$ cat src/rtl/bmx_pkg.sv
// Package: shared constants and types of the bignum accelerator controller
package bmx_pkg;

  // --------------------------------------------------------------------
  // Accelerator register map (byte offsets on the device port)
  // --------------------------------------------------------------------
  localparam logic [11:0] DEV_MONTGOMERY_CONST = 12'h800;
  localparam logic [11:0] DEV_EXP_LENGTH_SEL = 12'h804;
  localparam logic [11:0] DEV_EXP_GO = 12'h808;
  localparam logic [11:0] DEV_MUL_LENGTH_SEL = 12'h80c;
  localparam logic [11:0] DEV_MUL_GO = 12'h810;
  localparam logic [11:0] DEV_DONE_FLAG = 12'h814;
  localparam logic [11:0] DEV_INIT_DONE = 12'h818;
  // Operand memory bases: base, exponent, modulus, result
  localparam logic [11:0] DEV_MEM_BASE = 12'h000;
  localparam logic [11:0] DEV_MEM_EXP = 12'h200;
  localparam logic [11:0] DEV_MEM_MOD = 12'h400;
  localparam logic [11:0] DEV_MEM_RES = 12'h600;
  localparam int MEM_WORDS = 128;
  localparam int WORDS_PER_STEP = 16;

  // --------------------------------------------------------------------
  // Controller register map (byte offsets on the host port)
  // --------------------------------------------------------------------
  localparam logic [7:0] H_CTRL = 8'h00;
  localparam logic [7:0] H_CMD = 8'h04;
  localparam logic [7:0] H_STATUS = 8'h08;
  localparam logic [7:0] H_MCONST = 8'h0c;
  localparam logic [7:0] H_MEMPTR = 8'h10;
  localparam logic [7:0] H_MEMWR = 8'h14;
  localparam logic [7:0] H_MEMRD = 8'h18;
  // Field positions
  localparam int CTRL_PWR_BIT = 0;
  localparam int CTRL_LEN_LSB = 1;
  localparam int ST_INIT_BIT = 0;
  localparam int ST_BUSY_BIT = 1;
  localparam int ST_DONE_BIT = 2;
  localparam int ST_ERR_BIT = 3;
  localparam int ST_HALF_BIT = 4;
  localparam int PTR_SEL_LSB = 7;
  // Reset values and limits
  localparam logic [2:0] LEN_RST = 3'h0;
  localparam logic [31:0] MCONST_RST = 32'h0;
  localparam logic [2:0] MUL_MAX_LEN = 3'h3;
  localparam logic [3:0] MUL_MODE_OFS = 4'h8;

  // --------------------------------------------------------------------
  // Commands and timing
  // --------------------------------------------------------------------
  typedef enum logic [2:0] {
    OP_NONE = 3'h0, OP_EXP = 3'h1, OP_MM1 = 3'h2, OP_MM2 = 3'h3,
    OP_MUL = 3'h4, OP_MWR = 3'h5, OP_MRD = 3'h6
  } bmx_op_type;
  localparam int CLK_PERIOD_NS = 20;
  localparam int POLL_NS = 1000;
  localparam int POLL_CYC = (POLL_NS + CLK_PERIOD_NS - 1) / CLK_PERIOD_NS;

  typedef struct packed {
    logic we;
    logic re;
    logic [11:0] addr;
    logic [31:0] wdata;
  } bmx_dev_req_type;

endpackage

$ cat src/rtl/bmx_bus_eng.sv
// Device port master: one registered access per request, read data passed through unregistered
`timescale 1ns/1ps
`default_nettype none
module bmx_bus_eng (
  input wire logic sys_clk,
  input wire logic rstn,
  input wire logic req_valid,
  input wire bmx_pkg::bmx_dev_req_type req,
  output logic [11:0] dev_addr,
  output logic [31:0] dev_wdata,
  output logic dev_we,
  output logic dev_re,
  input wire logic [31:0] dev_rdata,
  output logic ack,
  output logic [31:0] rsp_data
);
  logic rd_ack_q;

  always_ff @(posedge sys_clk or negedge rstn) begin
    if (!rstn) begin
      dev_addr <= 12'h0;
      dev_wdata <= 32'h0;
      dev_we <= 1'b0;
      dev_re <= 1'b0;
      rd_ack_q <= 1'b0;
    end else begin
      dev_we <= req_valid && req.we;
      dev_re <= req_valid && req.re && !req.we;
      rd_ack_q <= dev_re;
      if (req_valid) begin
        dev_addr <= req.addr;
        dev_wdata <= req.wdata;
      end
    end
  end

  // Read data stands only in the cycle after the read strobe
  assign ack = dev_we || rd_ack_q;
  assign rsp_data = dev_rdata;

  a_strobe_exclusive: assert property (@(posedge sys_clk) disable iff (!rstn)
    !(dev_we && dev_re))
    else $error("write and read strobe high together");
endmodule
`default_nettype wire

$ cat src/rtl/bmx_ctrl.sv
// Host-side controller that sequences the bignum exponent accelerator
//
// Behaviour
// - Wait for init-done before any device access
// - Lengths 512..4096 bits, one length per job
// - Montgomery constant is always one word
// - Software precomputes constant and squared-radix residue
// - Exponent: length, operands, constant, then go
// - Write 1 clears done flag before next start
// - Modular multiply: length, operands, constant, then go
// - Second factor into base memory, second round
// - Plain multiply only for 512..2048 bit factors
// - Plain multiply length code is doubled plus nine
// - Zero words of extended factors must be written
`timescale 1ns/1ps
`default_nettype none
module bmx_ctrl #(
  parameter int POLL_CYC = bmx_pkg::POLL_CYC
) (
  input wire logic sys_clk,
  input wire logic rstn,
  input wire logic [7:0] host_addr,
  input wire logic [31:0] host_wdata,
  input wire logic host_wr,
  input wire logic host_rd,
  output logic [31:0] host_rdata,
  output logic [11:0] dev_addr,
  output logic [31:0] dev_wdata,
  output logic dev_we,
  output logic dev_re,
  input wire logic [31:0] dev_rdata,
  input wire logic done_irq,
  output logic accel_power_down
);
  // --------------------------------------------------------------------
  // Types and helpers
  // --------------------------------------------------------------------
  typedef enum logic [3:0] {
    S_OFF = 4'h0, S_INIT = 4'h1, S_IDLE = 4'h3, S_MODE = 4'h2,
    S_MCONST = 4'h6, S_ZERO = 4'h7, S_START = 4'h5, S_WAIT = 4'h4,
    S_CLR = 4'hc, S_MEM = 4'hd
  } bmx_state_type;

  // Digit index to byte address, least significant digit lowest
  function automatic logic [11:0] mem_addr(input logic [1:0] sel,
                                           input logic [6:0] idx);
    logic [11:0] base;
    base = bmx_pkg::DEV_MEM_BASE;
    case (sel)
      2'h1: base = bmx_pkg::DEV_MEM_EXP;
      2'h2: base = bmx_pkg::DEV_MEM_MOD;
      2'h3: base = bmx_pkg::DEV_MEM_RES;
      default: base = bmx_pkg::DEV_MEM_BASE;
    endcase
    return base + {3'h0, idx, 2'h0};
  endfunction

  // Length code written to the device for each kind of job
  function automatic logic [31:0] mode_value(input bmx_pkg::bmx_op_type op,
                                             input logic [2:0] len);
    if (op == bmx_pkg::OP_MUL) begin
      return {28'h0, {len, 1'b1} + bmx_pkg::MUL_MODE_OFS};
    end
    return {29'h0, len};
  endfunction

  // --------------------------------------------------------------------
  // State
  // --------------------------------------------------------------------
  bmx_state_type state_q;
  bmx_pkg::bmx_op_type op_q;
  bmx_pkg::bmx_dev_req_type req_d;
  logic pwr_q, init_done_q, done_q, err_q, half_q;
  logic [2:0] len_q;
  logic [31:0] mconst_q, wbuf_q, rdbuf_q, host_rdata_q;
  logic [1:0] memsel_q;
  logic [6:0] memidx_q;
  logic [7:0] ptr_q, nwords;
  logic zphase_q, issued_q, req_valid_q, pd_q;
  logic irq_s1_q, irq_s2_q, irq_s3_q, irq_lvl_q;
  logic ack, tick, poll_run, issue, done_set, err_set;
  logic [31:0] rsp_data;
  logic wr_cmd, wr_stat, wr_memwr, wr_memrd;
  bmx_pkg::bmx_op_type cmd_op;
  logic cmd_ok;

  assign nwords = 8'(({5'h0, len_q} + 8'h1) * 8'(bmx_pkg::WORDS_PER_STEP));
  assign wr_cmd = host_wr && host_addr == bmx_pkg::H_CMD;
  assign wr_stat = host_wr && host_addr == bmx_pkg::H_STATUS;
  assign wr_memwr = host_wr && host_addr == bmx_pkg::H_MEMWR;
  assign wr_memrd = host_wr && host_addr == bmx_pkg::H_MEMRD;
  assign cmd_op = bmx_pkg::bmx_op_type'(host_wdata[2:0]);

  // Jobs are taken only when idle; bad lengths or a lone second round fail
  always_comb begin
    cmd_ok = 1'b0;
    if (state_q == S_IDLE && pwr_q) begin
      if (wr_memwr || wr_memrd) begin
        cmd_ok = 1'b1;
      end else if (wr_cmd) begin
        case (cmd_op)
          bmx_pkg::OP_EXP: cmd_ok = 1'b1;
          bmx_pkg::OP_MM1: cmd_ok = 1'b1;
          bmx_pkg::OP_MM2: cmd_ok = half_q;
          bmx_pkg::OP_MUL: cmd_ok = len_q <= bmx_pkg::MUL_MAX_LEN;
          default: cmd_ok = 1'b0;
        endcase
      end
    end
  end
  assign err_set = (wr_cmd || wr_memwr || wr_memrd) && !cmd_ok;

  // --------------------------------------------------------------------
  // Interrupt pin synchroniser
  // --------------------------------------------------------------------
  always_ff @(posedge sys_clk or negedge rstn) begin
    if (!rstn) begin
      irq_s1_q <= 1'b0;
      irq_s2_q <= 1'b0;
      irq_s3_q <= 1'b0;
      irq_lvl_q <= 1'b0;
    end else begin
      irq_s1_q <= done_irq;
      irq_s2_q <= irq_s1_q;
      irq_s3_q <= irq_s2_q;
      if (irq_s2_q == irq_s3_q) begin
        irq_lvl_q <= irq_s3_q;
      end
    end
  end

  // --------------------------------------------------------------------
  // Software-visible configuration
  // --------------------------------------------------------------------
  always_ff @(posedge sys_clk or negedge rstn) begin
    if (!rstn) begin
      pwr_q <= 1'b0;
      len_q <= bmx_pkg::LEN_RST;
      mconst_q <= bmx_pkg::MCONST_RST;
      memsel_q <= 2'h0;
      memidx_q <= 7'h0;
      wbuf_q <= 32'h0;
      pd_q <= 1'b1;
    end else begin
      pd_q <= !pwr_q;
      if (host_wr && host_addr == bmx_pkg::H_CTRL) begin
        pwr_q <= host_wdata[bmx_pkg::CTRL_PWR_BIT];
        // Length may not change under a running job
        if (state_q == S_IDLE || state_q == S_OFF) begin
          len_q <= host_wdata[bmx_pkg::CTRL_LEN_LSB +: 3];
        end
      end
      if (host_wr && host_addr == bmx_pkg::H_MCONST) begin
        mconst_q <= host_wdata;
      end
      if (host_wr && host_addr == bmx_pkg::H_MEMPTR) begin
        memsel_q <= host_wdata[bmx_pkg::PTR_SEL_LSB +: 2];
        memidx_q <= host_wdata[6:0];
      end else if (state_q == S_MEM && ack) begin
        memidx_q <= memidx_q + 7'h1;
      end
      if (wr_memwr && cmd_ok) begin
        wbuf_q <= host_wdata;
      end
    end
  end
  assign accel_power_down = pd_q;

  // --------------------------------------------------------------------
  // Sticky flags: hardware set wins over a software clear
  // --------------------------------------------------------------------
  assign done_set = state_q == S_CLR && ack;
  always_ff @(posedge sys_clk or negedge rstn) begin
    if (!rstn) begin
      done_q <= 1'b0;
      err_q <= 1'b0;
    end else begin
      if (done_set) begin
        done_q <= 1'b1;
      end else if (wr_stat && host_wdata[bmx_pkg::ST_DONE_BIT]) begin
        done_q <= 1'b0;
      end
      if (err_set) begin
        err_q <= 1'b1;
      end else if (wr_stat && host_wdata[bmx_pkg::ST_ERR_BIT]) begin
        err_q <= 1'b0;
      end
    end
  end

  // --------------------------------------------------------------------
  // Device access requests
  // --------------------------------------------------------------------
  always_comb begin
    req_d = '0;
    case (state_q)
      S_INIT: begin
        req_d.re = 1'b1;
        req_d.addr = bmx_pkg::DEV_INIT_DONE;
      end
      S_MODE: begin
        req_d.we = 1'b1;
        req_d.addr = (op_q == bmx_pkg::OP_EXP) ?
                     bmx_pkg::DEV_EXP_LENGTH_SEL : bmx_pkg::DEV_MUL_LENGTH_SEL;
        req_d.wdata = mode_value(op_q, len_q);
      end
      S_MCONST: begin
        req_d.we = 1'b1;
        req_d.addr = bmx_pkg::DEV_MONTGOMERY_CONST;
        req_d.wdata = mconst_q;
      end
      S_ZERO: begin
        req_d.we = 1'b1;
        // Upper half of the base digits, lower half of the result digits
        req_d.addr = zphase_q ? mem_addr(2'h3, ptr_q[6:0]) :
                     mem_addr(2'h0, 7'(nwords + ptr_q));
      end
      S_START: begin
        req_d.we = 1'b1;
        req_d.addr = (op_q == bmx_pkg::OP_EXP) ?
                     bmx_pkg::DEV_EXP_GO : bmx_pkg::DEV_MUL_GO;
        req_d.wdata = 32'h1;
      end
      S_WAIT: begin
        req_d.re = 1'b1;
        req_d.addr = bmx_pkg::DEV_DONE_FLAG;
      end
      S_CLR: begin
        req_d.we = 1'b1;
        req_d.addr = bmx_pkg::DEV_DONE_FLAG;
        req_d.wdata = 32'h1;
      end
      S_MEM: begin
        req_d.we = op_q == bmx_pkg::OP_MWR;
        req_d.re = op_q == bmx_pkg::OP_MRD;
        req_d.addr = mem_addr(memsel_q, memidx_q);
        req_d.wdata = wbuf_q;
      end
      default: req_d = '0;
    endcase
  end

  // Polling states wait for a tick; the irq pin shortens the wait in S_WAIT only
  assign poll_run = state_q == S_INIT || state_q == S_WAIT;
  assign issue = !issued_q && state_q != S_OFF && state_q != S_IDLE &&
                 (!poll_run || tick || (state_q == S_WAIT && irq_lvl_q));

  // --------------------------------------------------------------------
  // Sequencer
  // --------------------------------------------------------------------
  always_ff @(posedge sys_clk or negedge rstn) begin
    if (!rstn) begin
      state_q <= S_OFF;
      op_q <= bmx_pkg::OP_NONE;
      init_done_q <= 1'b0;
      half_q <= 1'b0;
      issued_q <= 1'b0;
      req_valid_q <= 1'b0;
      ptr_q <= 8'h0;
      zphase_q <= 1'b0;
    end else if (!pwr_q) begin
      state_q <= S_OFF;
      init_done_q <= 1'b0;
      half_q <= 1'b0;
      issued_q <= 1'b0;
      req_valid_q <= 1'b0;
    end else begin
      req_valid_q <= issue;
      if (issue) begin
        issued_q <= 1'b1;
      end else if (ack) begin
        issued_q <= 1'b0;
      end
      case (state_q)
        S_OFF: state_q <= S_INIT;
        S_INIT: if (ack && rsp_data[0]) begin
          init_done_q <= 1'b1;
          state_q <= S_IDLE;
        end
        S_IDLE: if (cmd_ok) begin
          ptr_q <= 8'h0;
          zphase_q <= 1'b0;
          if (wr_memwr) begin
            op_q <= bmx_pkg::OP_MWR;
            state_q <= S_MEM;
          end else if (wr_memrd) begin
            op_q <= bmx_pkg::OP_MRD;
            state_q <= S_MEM;
          end else if (cmd_op == bmx_pkg::OP_MM2) begin
            // Length, modulus and constant still stand from round one
            op_q <= cmd_op;
            state_q <= S_START;
          end else begin
            op_q <= cmd_op;
            state_q <= S_MODE;
          end
        end
        S_MODE: if (ack) begin
          state_q <= (op_q == bmx_pkg::OP_MUL) ? S_ZERO : S_MCONST;
        end
        S_MCONST: if (ack) begin
          state_q <= S_START;
        end
        S_ZERO: if (ack) begin
          zphase_q <= !zphase_q;
          if (zphase_q) begin
            ptr_q <= ptr_q + 8'h1;
            if (ptr_q == nwords - 8'h1) begin
              state_q <= S_START;
            end
          end
        end
        S_START: if (ack) begin
          state_q <= S_WAIT;
        end
        S_WAIT: if (ack && rsp_data[0]) begin
          state_q <= S_CLR;
        end
        S_CLR: if (ack) begin
          half_q <= op_q == bmx_pkg::OP_MM1;
          state_q <= S_IDLE;
        end
        S_MEM: if (ack) begin
          state_q <= S_IDLE;
        end
        default: state_q <= S_OFF;
      endcase
    end
  end

  always_ff @(posedge sys_clk or negedge rstn) begin
    if (!rstn) begin
      rdbuf_q <= 32'h0;
    end else if (state_q == S_MEM && ack && op_q == bmx_pkg::OP_MRD) begin
      rdbuf_q <= rsp_data;
    end
  end

  // --------------------------------------------------------------------
  // Host read port: data stand in the cycle after the strobe
  // --------------------------------------------------------------------
  always_ff @(posedge sys_clk or negedge rstn) begin
    if (!rstn) begin
      host_rdata_q <= 32'h0;
    end else if (host_rd) begin
      if (host_addr == bmx_pkg::H_CTRL) begin
        host_rdata_q <= {28'h0, len_q, pwr_q};
      end else if (host_addr == bmx_pkg::H_STATUS) begin
        host_rdata_q <= {27'h0, half_q, err_q, done_q,
                         state_q != S_IDLE, init_done_q};
      end else if (host_addr == bmx_pkg::H_MCONST) begin
        host_rdata_q <= mconst_q;
      end else if (host_addr == bmx_pkg::H_MEMPTR) begin
        host_rdata_q <= {23'h0, memsel_q, memidx_q};
      end else if (host_addr == bmx_pkg::H_MEMRD) begin
        host_rdata_q <= rdbuf_q;
      end else begin
        host_rdata_q <= 32'h0;
      end
    end
  end
  assign host_rdata = host_rdata_q;

  bmx_tick #(
    .DIV(POLL_CYC)
  ) u_tick (
    .sys_clk(sys_clk),
    .rstn(rstn),
    .run(poll_run && !issued_q),
    .tick(tick)
  );

  bmx_bus_eng u_eng (
    .sys_clk(sys_clk),
    .rstn(rstn),
    .req_valid(req_valid_q),
    .req(req_d),
    .dev_addr(dev_addr),
    .dev_wdata(dev_wdata),
    .dev_we(dev_we),
    .dev_re(dev_re),
    .dev_rdata(dev_rdata),
    .ack(ack),
    .rsp_data(rsp_data)
  );

  // --------------------------------------------------------------------
  // Checks
  // --------------------------------------------------------------------
  a_write_after_init: assert property (@(posedge sys_clk) disable iff (!rstn)
    dev_we |-> init_done_q)
    else $error("device written before init done");

  a_pd_blocks_init: assert property (@(posedge sys_clk) disable iff (!rstn)
    accel_power_down |-> !init_done_q)
    else $error("init done shown while powered down");

  a_done_after_clear: assert property (@(posedge sys_clk) disable iff (!rstn)
    (dev_we && dev_addr == bmx_pkg::DEV_DONE_FLAG) |=> done_q)
    else $error("done flag not set after device flag clear");

  a_go_writes_one: assert property (@(posedge sys_clk) disable iff (!rstn)
    (dev_we && (dev_addr == bmx_pkg::DEV_EXP_GO ||
     dev_addr == bmx_pkg::DEV_MUL_GO)) |-> dev_wdata == 32'h1)
    else $error("go register written with other than 1");

  a_mul_code_range: assert property (@(posedge sys_clk) disable iff (!rstn)
    (dev_we && dev_addr == bmx_pkg::DEV_MUL_LENGTH_SEL &&
     op_q == bmx_pkg::OP_MUL) |-> (dev_wdata[0] && dev_wdata >= 32'h9 &&
     dev_wdata <= 32'hf))
    else $error("plain multiply length code out of range");

  a_const_one_word: assert property (@(posedge sys_clk) disable iff (!rstn)
    (dev_we && dev_addr == bmx_pkg::DEV_MONTGOMERY_CONST) |->
    dev_wdata == mconst_q)
    else $error("constant write differs from held word");

  a_zero_fill_data: assert property (@(posedge sys_clk) disable iff (!rstn)
    (state_q == S_ZERO && dev_we) |-> dev_wdata == 32'h0)
    else $error("zero fill wrote nonzero data");

  a_go_then_poll: assert property (@(posedge sys_clk) disable iff (!rstn)
    (state_q == S_START && ack && pwr_q) |=> state_q == S_WAIT ##1
    (!dev_we)[*2])
    else $error("no wait after go");
endmodule
`default_nettype wire

$ cat src/rtl/bmx_tick.sv
// Poll rate divider: one-cycle enable pulse every DIV cycles while running
`timescale 1ns/1ps
`default_nettype none
module bmx_tick #(
  parameter int DIV = 50
) (
  input wire logic sys_clk,
  input wire logic rstn,
  input wire logic run,
  output logic tick
);
  logic [15:0] cnt_q;

  always_ff @(posedge sys_clk or negedge rstn) begin
    if (!rstn) begin
      cnt_q <= 16'h0;
      tick <= 1'b0;
    end else if (!run) begin
      cnt_q <= 16'h0;
      tick <= 1'b0;
    end else if (cnt_q == 16'(DIV - 1)) begin
      cnt_q <= 16'h0;
      tick <= 1'b1;
    end else begin
      cnt_q <= cnt_q + 16'h1;
      tick <= 1'b0;
    end
  end

  a_tick_spacing: assert property (@(posedge sys_clk) disable iff (!rstn)
    tick |=> !tick)
    else $error("poll tick lasted more than one cycle");
endmodule
`default_nettype wire

$ cat config.mk
export PLATFORM = sky130hd
export DESIGN_NAME = bmx_ctrl
export DESIGN_NICKNAME = d
export VERILOG_FILES = /design/src/rtl/bmx_pkg.sv /design/src/rtl/bmx_bus_eng.sv /design/src/rtl/bmx_ctrl.sv /design/src/rtl/bmx_tick.sv
export SDC_FILE = /design/constraint.sdc
export NUM_CORES = 1
export LEC_CHECK = 0
export ABC_AREA = 1
export BUFFER_PORTS_ARGS = -buffer_cell sky130_fd_sc_hd__buf_4
export CAP_MARGIN = 20
export CORE_MARGIN = 3
export CORE_UTILIZATION = 55
export DETAILED_ROUTE_END_ITERATION = 10
export HOLD_SLACK_MARGIN = 0.03
export PLACE_DENSITY = 0.77
export SLEW_MARGIN = 20
export SYNTH_ARGS = -nofsm -noshare
export SYNTH_HDL_FRONTEND = slang
export SYNTH_HIERARCHICAL = 1
export SYNTH_SLANG_ARGS = --single-unit
$ cat constraint.sdc
create_clock -name sys_clk -period 2.4 [get_ports sys_clk]
set_clock_uncertainty 0.2 [all_clocks]
set_input_delay 0.24 -clock sys_clk [delete_from_list [all_inputs] [get_ports sys_clk]]
set_output_delay 0.24 -clock sys_clk [all_outputs]
set_load 0.005 [all_outputs]
**Yosys cells after proc, flatten, opt, wreduce, memory -nomap -nowiden**

Cells that the tools add are included.

- Order comparisons: 1
- Equal/unequal tests: 49
- Muxes and demuxes: 69
- Reduce and logical (&&, ||, !) cells: 58
- Add/subtract/negate cells: 10

Operators by type and width:

| operator | number |
|---|---|
| $mux W32 | 7 |
| $pmux W32 S4 | 1 |
| $pmux W12 S7 | 1 |
| $mux W4 | 14 |
| $mux W12 | 4 |
| $add A12 B9 Y12 | 3 |
| $pmux W4 S9 | 1 |
| $pmux W11 S3 | 1 |
| $mux W16 | 2 |
| $eq A8 B5 Y1 const B | 3 |
| $logic_and A1 B1 Y1 | 24 |
| $mux W1 | 24 |
| $mux W8 | 3 |
| $ne A3 B3 Y1 const B | 7 |
| $add A16 B1 Y16 const B | 1 |
| $eq A16 B6 Y1 const B | 1 |
| $eq A4 B3 Y1 const B | 4 |
| $eq A8 B4 Y1 const B | 2 |
| $pmux W8 S2 | 1 |
| $mux W7 | 2 |
| $eq A3 B3 Y1 const B | 4 |
| $reduce_and A10 Y1 | 1 |
| $reduce_or A2 Y1 | 5 |
| $eq A3 B2 Y1 const B | 3 |
| other kinds (36) | 68 |

- Word-level logic and storage cells: 217
- Bits in registers: 232
- Output and inout port bits: 79
- Input port bits: 77

**Depth between registers and ports, before layout**

Gate-level depths: netlist of the first run.

- Depth in word-level cells: 9
- Depth in mapped cells: 13
- Depth with buffers taken out: 13

**Modules after synthesis**

The synthesis of the first run kept the hierarchy.

By module, submodules not included:

| module | instances | sequential area each (µm²) | cells each | area an instance (µm²) |
|---|---|---|---|---|
| bmx_ctrl | 1 | 4205.3 | 1056 | 8429.3 |
| bmx_bus_eng | 1 | 1176.1 | 226 | 2050.7 |
| bmx_tick | 1 | 425.4 | 126 | 958.4 |

**Worst setup path before layout of the first run**

No wires, ideal clock.

- Kind: reg2reg
- Start point: reg len_q[0]
- End point: reg state_q[0]
- Stages on the path, launching flop included: 13
- Path buffers: 0
- Required time: 2.135 ns
- Arrival time: 1.740 ns
- Library setup time: 0.065 ns
- Period minus slack after synthesis: 2.005 ns
- Slack: 0.395 ns
- Path through: dfrtp_1 > ha_1 > ha_1 > inv_1 > nand2_1 > nand2_1 > nand2_1 > nand2_1 > nor2_1 > nand3_1 > a21oi_1 > nand3_1 > nand2_1

- Word-level cells in the longest chain between the ends: 7
- Elaborated cells between the ends (all ways): 11
- Classes of those cells: add/sub: 2; order compare: 1; eq/ne: 3; mux: 4; reduce/logical: 1

Ends and longest elaborated chain:

| item | line | text |
|---|---|---|
| start: declaration | bmx_ctrl.sv:74 | `logic [2:0] len_q;` |
| start signal: assignment | bmx_ctrl.sv:138 | `len_q <= bmx_pkg::LEN_RST;` |
| start signal: assignment | bmx_ctrl.sv:150 | `len_q <= host_wdata[bmx_pkg::CTRL_LEN_LSB +: 3];` |
| branches (longest 6 deep; another with $sub A8 B1 Y8) | - |  |
| $reduce_and A10 Y1 (no source line) * | - |  |
| end signal: assignment | bmx_ctrl.sv:299 | `state_q <= (op_q == bmx_pkg::OP_MUL) ? S_ZERO : S_MCONST;` |
| end: declaration | bmx_ctrl.sv:70 | `bmx_state_type state_q;` |

Mark *: on every way between the ends.
A chain may end at the register's enable or synchronous reset.

==> results of run 1 <==
==> worst max-delay path, delay by kind of cell, from the launching register on <==
kind,cells,cell delay [ps]
AND/OR/NAND/NOR,4,650
flip-flops,1,370
buffers and inverters,3,570
AO/OA/AOI/OAI,1,360
==> per-stage QoR <==
| stage | instance area, sq um | worst slack [ps] | total power (W) |
|---|---|---|---|
| after global placement | 12800 | 180 | 0.00633 |
| after detailed placement | 12800 | 171 | 0.00635 |
| after global routing | 14500 | 25.1 | 0.0110 |
| final | 14500 | 177 | 0.0106 |
| after floorplan | 11400 | 395 | 0.00561 |
| after CTS | 14400 | 141 | 0.0106 |
==> synth_stat cells (12+ instances only) <==
| cell | n | share of area [%] |
|---|---|---|
| o21ai_0 | 97 | 4.2 |
| nand4_1 | 13 | 0.71 |
| dfrtp_1 | 231 | 51 |
| buf_4 | 32 | 2.1 |
| nand2_1 | 433 | 14 |
| o21ai_2 | 24 | 1.8 |
| clkbuf_1 | 24 | 0.79 |
| buf_2 | 15 | 0.66 |
| xor2_1 | 12 | 0.92 |
| a21oi_1 | 53 | 2.3 |
| nor2_1 | 108 | 3.5 |
| nand2_2 | 21 | 1.1 |
| inv_1 | 159 | 5.2 |
| nand3_1 | 51 | 2.2 |
| o22ai_1 | 26 | 1.4 |
==> area by class of cell <==
cell class	instances	share of cell area, %
clock buffer	30	4.73
sequential	232	40.2
multi-input combinational	926	30.8
inverter	168	4.36
timing repair buffer	272	16.2
tap	270	2.34
clock inverter	15	1.49
==> sequential cells by signal, summed over array words and instances, names as in the netlist, 7 cells and up <==
name             flops
memidx_q             7
wbuf_q              32
rdbuf_q             32
u_eng/dev_addr      12
mconst_q            32
u_tick/cnt_q        16
ptr_q                8
host_rdata          32
u_eng/dev_wdata     32
==> path summary, 6_finish.rpt <==
path | end | slack (ps) | depth (start not counted)
worst max register to register | u_eng/dev_wdata[8] | 180 | 8
worst max-delay path | u_eng/dev_wdata[8] | 180 | 8
worst min-delay path | rdbuf_q[7] | 70 | 2
max in group asynchronous | u_eng/dev_addr[2] | 1210 | 3
worst min register to register | irq_s2_q | 170 | 0
min in group sys_clk | host_rdata[0] | 90 | 6
==> logic make-up (layout without fill, tap and decap cells) <==
group,Yosys count,in the layout,share of synthesized area (%)
other,1,2,0.0328
AO/OA/AOI/OAI,239,239,12.3
XOR/XNOR,17,17,1.30
AND/OR/NAND/NOR,659,659,24.1
buffers and inverters,251,485,10.5
adder cells (fa/ha/maj),9,9,1.03
flip-flops,232,232,50.8
==> layer usage <==
metal | up-vias | global-route usage (%) | part of all wire [%]
met3 | 69 | 3.76 | 7.0
met5 | - | 0 | 0
met1 | 5024 | 39.8 | 43
met2 | 447 | 46.2 | 48
li1 | 4882 | - | -
met4 | 0 | 7.96 | 2.4
==> power by group through the flow <==
stage / registers, W / logic, W / clock network [W]
2_1_floorplan: 0.00440 / 0.00121 / 0
3_3_place_gp: 0.00445 / 0.00189 / 0
3_5_place_dp: 0.00445 / 0.00189 / 0
4_1_cts: 0.00439 / 0.00200 / 0.00425
5_1_grt: 0.00443 / 0.00222 / 0.00439
6_report: 0.00440 / 0.00203 / 0.00419
==> timing repair <==
action / CTS / global route
hold buffers: 70 / 0
buffers inserted: 0 / 5
endpoints found under the setup margin: 0 / 20
hold endpoints to repair: 361 / 0
==> results.tsv, run 1 <==
stage	metric	value	unit
status	outcome	completed	
cts	CTS tree	yes	
cts	H-tree levels	1	
timing	worst-margin pin slew	762	ps
cts	Root Buffer	clkbuf_16	
cts	PostCTS Resize Cnt	0	
layout	post-layout util	71.0	%
drt	average vias per placed instance	5.45	
placement	Placed Instances	1793	
floorplanning	die area	22600	sq um
floorplanning	Core Box Area	20400	sq um
synthesis	Top FF cell, synth	dfrtp_1	
power_and_ir_drop	PD cells	734	nW/um^2
power_and_ir_drop	cell leakage power	7.29	nW
flow_run	max_cap viols	0	
timing	final setup fails	0	
placement	Port Buffers	155	
grt	largest net degree at the start of global routing	67	
layout	register cell area after layout	5810	sq um
cts	CTS max path bufs	3	
timing	Fin. Hold Viols	0	
floorplanning	initial core utilization	56.2	%
drt	initial DRC count	755	
drt	Vias	10400	
layout	# diodes	0	
floorplanning	row count	52	
setup_path	worst stage delay on the critical path	370	ps
drt	Final ANT Viol Nets	0	
setup_path	CP arrival	2480	ps
synthesis	flops & latches, synth	232	
layout	Syn-to-layout area delta	26.4	%
synthesis	sequential fraction of the synthesis area	50.8	%
power_and_ir_drop	Reg power frac	41.4	%
synthesis	Post-synth EDFFs	0	
layout	number of filler cells placed in the layout	1543	
setup_path	critical setup path kind	flip-flop to flip-flop	
synthesis	Synth cell types	44	
synthesis	Mapped Cells	1408	
grt	initial antenna violation count	0	
floorplanning	Top Ports	156	
setup_path	WP data required	2660	ps
timing	Tmin final	2220	ps
drt	routed len/inst	16.7	microns
setup_path	CP Launch Type	flip-flop	
layout	Finished Layout Cells	1913	
placement	global placer's final weighted congestion	0.971	
timing	unrepaired setup endpoints after global routing	false	
timing	Hold Slack	73.6	ps
timing	Slew Limit Fails	0	
timing	Final period util	92.6	%
drt	Detailed Route WL	31900	microns
cts	CTS Buf Count	25	
synthesis	Async SR Flop Fraction	100	%
floorplanning	Die Y-Extent	150	microns
setup_path	critical path's slowest cell	dfrtp_1	
power_and_ir_drop	Clk pwr share	39.4	%
setup_path	most used cell, CP	inv_1	
drt	drt pass-1 iters	5	
layout	Multi-input gate area	4450	sq um
power_and_ir_drop	switching power share of the total	29.6	%
grt	grt ovf	0	
cts	CTS sink count	232	
power_and_ir_drop	combinational share of power	19.1	%
grt	first-pass GRT wire length	51000	microns
power_and_ir_drop	internal power	0.00747	W
grt	via count of the first global-routing pass	10100	
floorplanning	DIE WIDTH	150	microns
power_and_ir_drop	Sw Pwr	0.00314	W
drt	# DRC	0	
setup_path	Max FO, Critical Path	21	
hold_path	worst min path class	input pin to async pin	
setup_path	crit end category	flip-flop	
cts	CTS clk-pin slew, worst paths	60	ps
layout	most common cell after layout, fill and taps aside	nand2_1	
synthesis	syn avg cell area	8.12	sq um
cts	worst-skew pair later-pin latency	530	ps
timing	TNS Setup	0	ps
placement	DP Wirelength	21600	microns
timing	slew margin rel.	49.1	%
power_and_ir_drop	VDD IR-drop max	0.566	mV
setup_path	CP startpoint	state_q[2]	
setup_path	RR Startpoint	state_q[2]	
layout	most frequent cells in the layout	nand2_1 (432), dfrtp_1 (231), buf_4 (192), inv_1 (159), nor2_1 (107)	
timing	fmax	0.450	GHz
layout	share of cells above drive strength 1	19.6	%
layout	fin nets	1710	
synthesis	Mapped Area	11400	sq um
synthesis	synth warn	6	
setup_path	cells along the critical path	inv_1 -> nor2_1 -> inv_1 -> nor2_2 -> inv_1 -> o21ai_0 -> nand2_1 -> nand2_1	
grt	Total GRT Usage	28.2	%
Note: power is estimated with default switching activity, not from simulation.
==> inputs of run 2 (changes only) <==
--- a/config.mk
+++ b/config.mk
@@ -13,6 +13,7 @@
 export DETAILED_ROUTE_END_ITERATION = 10
 export HOLD_SLACK_MARGIN = 0.03
 export PLACE_DENSITY = 0.77
+export REMOVE_ABC_BUFFERS = 1
 export SLEW_MARGIN = 20
 export SYNTH_ARGS = -nofsm -noshare
 export SYNTH_HDL_FRONTEND = slang
==> results.tsv, run 2 (synthesized netlist as in run 1, its figures left out) <==
stage	metric	value	unit	change
cts	CTS max path bufs	3		unchanged
drt	routed len/inst	16.4	microns	-1.9%
grt	first-pass GRT wire length	50200	microns	-1.5%
floorplanning	Top Ports	156		unchanged
drt	# DRC	0		unchanged
grt	via count of the first global-routing pass	10100		-0.38%
hold_path	worst min path class	input pin to async pin		
grt	largest net degree at the start of global routing	66		-1.5%
power_and_ir_drop	VDD IR-drop max	0.616	mV	+8.9%
layout	most common cell after layout, fill and taps aside	nand2_1		
placement	DP Wirelength	20500	microns	-5.4%
power_and_ir_drop	cell leakage power	7.17	nW	-1.7%
placement	Port Buffers	155		unchanged
layout	share of cells above drive strength 1	18.7	%	-0.86 points
setup_path	crit end category	flip-flop		
drt	initial DRC count	860		+14%
drt	Vias	10100		-3.2%
placement	Setup WS pre-CTS	172	ps	+1.01 ps
power_and_ir_drop	PD cells	703	nW/um^2	-4.2%
status	outcome	completed		
cts	CTS Buf Count	24		-4.0%
timing	fmax	0.441	GHz	-2.0%
setup_path	Max FO, Critical Path	5		-76%
flow_run	max_cap viols	0		unchanged
cts	CTS tree	yes		
layout	most frequent cells in the layout	nand2_1 (432), dfrtp_1 (229), buf_4 (182), inv_1 (159), nor2_1 (107)		
setup_path	CP Launch Type	input pin		
cts	worst-skew pair later-pin latency	520	ps	about the same
grt	initial antenna violation count	0		unchanged
timing	final setup fails	0		unchanged
cts	H-tree levels	1		unchanged
drt	Final ANT Viol Nets	0		unchanged
drt	Detailed Route WL	31100	microns	-2.6%
layout	fin nets	1699		-0.64%
layout	Syn-to-layout area delta	24.5	%	
setup_path	CP arrival	2530	ps	+50 ps
timing	Slew Limit Fails	0		unchanged
cts	CTS sink count	232		unchanged
timing	Fin. Hold Viols	0		unchanged
cts	Root Buffer	clkbuf_16		
timing	slew margin rel.	44.3	%	-4.8 points
grt	grt ovf	0		unchanged
setup_path	WP data required	2660	ps	about the same
floorplanning	DIE WIDTH	150	microns	unchanged
timing	Tmin final	2270	ps	+44.7 ps
floorplanning	die area	22600	sq um	unchanged
grt	Total GRT Usage	27.6	%	-0.57 points
timing	Final period util	94.5	%	+1.9 points
setup_path	setup slack, reg-to-reg	150	ps	-30 ps
timing	worst setup margin	133	ps	-44.7 ps
floorplanning	Die Y-Extent	150	microns	unchanged
placement	Placed Instances	1784		-0.50%
layout	# diodes	0		unchanged
placement	global placer's final weighted congestion	0.889		-8.4%
drt	drt pass-1 iters	6		+1
drt	average vias per placed instance	5.32		-2.4%
layout	Finished Layout Cells	1898		-0.78%
timing	unrepaired setup endpoints after global routing	true		
floorplanning	Core Box Area	20400	sq um	unchanged
setup_path	critical setup path kind	input pin to flip-flop		
cts	CTS clk-pin slew, worst paths	60	ps	about the same
timing	worst-margin pin slew	834	ps	+72.1 ps
floorplanning	initial core utilization	56.2	%	unchanged
floorplanning	row count	52		unchanged
==> run 2: changes by cell type in the layout (fill, tap and decap cells not counted), sizes merged <==
cell	previous run	this run
bufinv	5	1
clkinv	8	10
dlygate4sd3	70	73
buf	202	189
inv	167	165
clkinvlp	3	0
clkbuf	30	32
==> run 2: per-layer routing <==
| metal | track usage (%) | vias to the layer above | share of wire, % |
|---|---|---|---|
| met1 | 37.5 | 4818 | 43 |
| met2 | 47.3 | 376 | 48 |
| met3 | 3.94 | 48 | 7.6 |
| li1 | - | 4848 | - |
| met4 | 6.91 | 0 | 1.7 |
| met5 | 0 | - | 0 |
==> run 2: timing repair <==
item                                   in CTS  in global routing
setup buffers                               0                  1
setup endpoints to repair                   0                 12
hold buffers                               73                  0
resized for setup                           0                  2
endpoints found under the hold margin     360                  0
==> run 2: cell type report <==
class | count | area [sq um]
Inverter | 168 | 631
Sequential cell | 232 | 5810
Multi-Input combinational cell | 926 | 4470
Timing Repair Buffer | 262 | 2230
Fill cell | 1602 | 6130
Clock inverter | 8 | 80.1
Clock buffer | 32 | 681
Tap cell | 270 | 338
==> run 2: worst paths after layout <==
path,depth (start not counted),end,start
setup / recovery,8,pwr_q,host_wr
hold / removal,2,host_rdata[30],rstn
setup reg to reg,8,u_eng/dev_wdata[19],state_q[3]
hold reg to reg,0,irq_s2_q,irq_s1_q
max in group asynchronous,3,mconst_q[12],rstn
min in group sys_clk,6,host_rdata[2],host_addr[5]
==> run 2: power breakdown <==
part           internal [W]  switching, W  leakage (nW)  total (W)
Sequential          0.00417      0.000205          3.09    0.00437
Combinational      0.000745       0.00126          3.70    0.00201
Clock               0.00209       0.00153         0.380    0.00363
==> run 2: per-stage QoR <==
stage	TNS, ps	utilization (%)	total power [W]	hold slack (ps)	instance area [sq um]
6_report	0	69.9	0.0100	64.4	14200
5_1_grt	-1.15	69.9	0.0104	103	14200
4_1_cts	0	69.8	0.0101	52.7	14200
3_5_place_dp	0	62.5	0.00633	31.6	12700
3_3_place_gp	0	62.5	0.00628	30.8	12700
2_1_floorplan	-83990	-	0.00543	-256	10900
==> run 2: worst max-delay path: stages <==
cell and delay (ps):
dlygate4sd3_1 530, buf_4 160, inv_1 80, nor2_1 230, nand2_1 80, dlygate4sd3_1 560, o21ai_0 90, dlygate4sd3_1 570
==> inputs of run 3 (changes only) <==
--- a/config.mk
+++ b/config.mk
@@ -6,13 +6,13 @@
 export NUM_CORES = 1
 export LEC_CHECK = 0
 export ABC_AREA = 1
-export BUFFER_PORTS_ARGS = -buffer_cell sky130_fd_sc_hd__buf_4
 export CAP_MARGIN = 20
 export CORE_MARGIN = 3
 export CORE_UTILIZATION = 55
 export DETAILED_ROUTE_END_ITERATION = 10
+export DONT_BUFFER_PORTS = 1
 export HOLD_SLACK_MARGIN = 0.03
-export PLACE_DENSITY = 0.77
+export PLACE_DENSITY = 0.7
 export REMOVE_ABC_BUFFERS = 1
 export SLEW_MARGIN = 20
 export SYNTH_ARGS = -nofsm -noshare
==> results.tsv, run 3 (synthesized netlist as in run 1, its figures left out) <==
stage	metric	value	unit	change
setup_path	Max FO, Critical Path	8		+3
drt	Detailed Route WL	29500	microns	-5.1%
drt	average vias per placed instance	5.34		+0.41%
timing	worst setup margin	159	ps	+26.2 ps
timing	unrepaired setup endpoints after global routing	false		
drt	# DRC	0		unchanged
grt	via count of the first global-routing pass	9363		-7.2%
layout	number of filler cells placed in the layout	1724		+7.6%
cts	Root Buffer	clkbuf_16		
layout	Syn-to-layout area delta	14.8	%	
setup_path	CP startpoint	len_q[0]		
layout	post-layout util	64.5	%	-5.4 points
drt	routed len/inst	16.9	microns	+3.3%
floorplanning	die area	22600	sq um	unchanged
drt	initial DRC count	627		-27%
floorplanning	Top Ports	156		unchanged
placement	Port Buffers	0		-100%
hold_path	worst min path class	input pin to async pin		
cts	CTS max path bufs	3		unchanged
cts	CTS Buf Count	25		+4.2%
layout	most common cell after layout, fill and taps aside	nand2_1		
placement	DP Wirelength	19100	microns	-6.4%
timing	Slew Limit Fails	0		unchanged
grt	Total GRT Usage	26.5	%	-1.2 points
timing	slew margin rel.	51.4	%	+7.1 points
setup_path	setup slack, reg-to-reg	160	ps	about the same
timing	Fin. Hold Viols	232		+232
setup_path	WP data required	2600	ps	-60 ps
placement	cell area after placement	11500	sq um	-10%
setup_path	R2R depth	13		+5
timing	fmax	0.446	GHz	+1.2%
cts	CTS tree	yes		
power_and_ir_drop	Final Power	0.0100	W	about the same
status	outcome	finished with violations		
setup_path	Worst R2R End	state_q[1]		
timing	Final period util	93.4	%	-1.1 points
floorplanning	DIE WIDTH	150	microns	unchanged
setup_path	critical setup path kind	flip-flop to flip-flop		
setup_path	crit end category	flip-flop		
layout	fin nets	1541		-9.3%
power_and_ir_drop	PD cells	762	nW/um^2	+8.4%
placement	Setup WS pre-CTS	126	ps	-46.4 ps
cts	worst-skew pair later-pin latency	520	ps	about the same
setup_path	CP arrival	2440	ps	-90 ps
cts	CTS clk-pin slew, worst paths	60	ps	about the same
timing	final setup fails	0		unchanged
grt	grt ovf	0		unchanged
floorplanning	row count	52		unchanged
drt	Vias	9309		-7.7%
power_and_ir_drop	cell leakage power	6.38	nW	-11%
timing	worst-margin pin slew	727	ps	-108 ps
layout	most frequent cells in the layout	nand2_1 (432), dfrtp_1 (228), inv_1 (159), nor2_1 (107), o21ai_0 (96)		
setup_path	Worst Setup EP	state_q[1]		
floorplanning	Core Box Area	20400	sq um	unchanged
cts	CTS sink count	232		unchanged
floorplanning	initial core utilization	56.2	%	unchanged
setup_path	RR Startpoint	len_q[0]		
timing	Tmin final	2240	ps	-26.2 ps
grt	initial antenna violation count	1		+1
flow_run	max_cap viols	0		unchanged
setup_path	CP Launch Type	flip-flop		
drt	drt pass-1 iters	8		+2
status	failing checks	hold timing		
drt	Final ANT Viol Nets	0		unchanged
floorplanning	Die Y-Extent	150	microns	unchanged
power_and_ir_drop	VDD IR-drop max	0.588	mV	-4.5%
placement	global placer's final weighted congestion	0.903		+1.6%
timing	Hold Slack	-782	ps	-846 ps
cts	H-tree levels	1		unchanged
layout	share of cells above drive strength 1	9.71	%	-9.0 points
grt	first-pass GRT wire length	48000	microns	-4.4%
layout	Final Cell Area	13100	sq um	-7.7%
grt	largest net degree at the start of global routing	233		+250%
run 3: area by class of cell:
class	instances	area [sq um]	share of cell area, %
diodes	1	2.50	0.0191
repair buffers	103	1020	7.79
multi-input cells	926	4470	34.0
clock buffers	36	737	5.61
flip-flops and latches	232	5810	44.2
inverters	168	631	4.80
well taps	270	338	2.57
clock inverters	8	121	0.924
run 3: power breakdown:
| group | total (W) | switching [W] | internal, W |
|---|---|---|---|
| Clock | 0.00397 | 0.00153 | 0.00244 |
| Sequential | 0.00441 | 0.000241 | 0.00417 |
| Combinational | 0.00163 | 0.00109 | 0.000540 |
run 3: what timing repair did:
action,CTS,global route
hold buffers,80,1
endpoints found under the setup margin,0,25
buffers inserted,0,0
resized for setup,0,5
endpoints found under the hold margin,372,235
run 3: worst min-delay path by stage:
stage | start | endpoint | slack, ps | depth (start not counted)
after floorplan | rstn | done_q | -260 | 0
after global placement | rstn | u_eng/dev_wdata[30] | -250 | 0
after detailed placement | rstn | u_eng/dev_wdata[22] | -250 | 0
after CTS | rstn | u_eng/dev_wdata[15] | -800 | 0
after global routing | rstn | u_eng/dev_wdata[22] | -800 | 0
final | rstn | u_eng/dev_wdata[22] | -780 | 0
run 3: critical path, cell delays in order (launching register included):
cell and delay [ps]:
dfrtp_2 460, ha_1 270, ha_4 300, inv_1 40, nand2_1 70, nand2_1 80, nand2_1 70, nand2_1 40
nor2_1 100, nand3_1 130, nand2_1 90, nand3_1 130, nand2_1 90, nand2_1 60
run 3: metal layers:
metal | track usage (%) | up-vias | wire [microns]
met3 | 5.24 | 56 | 2310
met5 | 0 | - | 0
met1 | 36.3 | 4415 | 12800
li1 | - | 4538 | -
met4 | 7.23 | 0 | 804
met2 | 43.3 | 300 | 13600
run 3: through the flow:
| step | hold slack [ps] | setup TNS [ps] | std cells |
|---|---|---|---|
| after CTS | -796 | 0 | 1743 |
| after global routing | -799 | 0 | 1744 |
| after detailed placement | -251 | 0 | 1619 |
| after global placement | -250 | 0 | 1619 |
| after floorplan | -256 | -83990 | 1326 |
| final | -782 | 0 | 1744 |
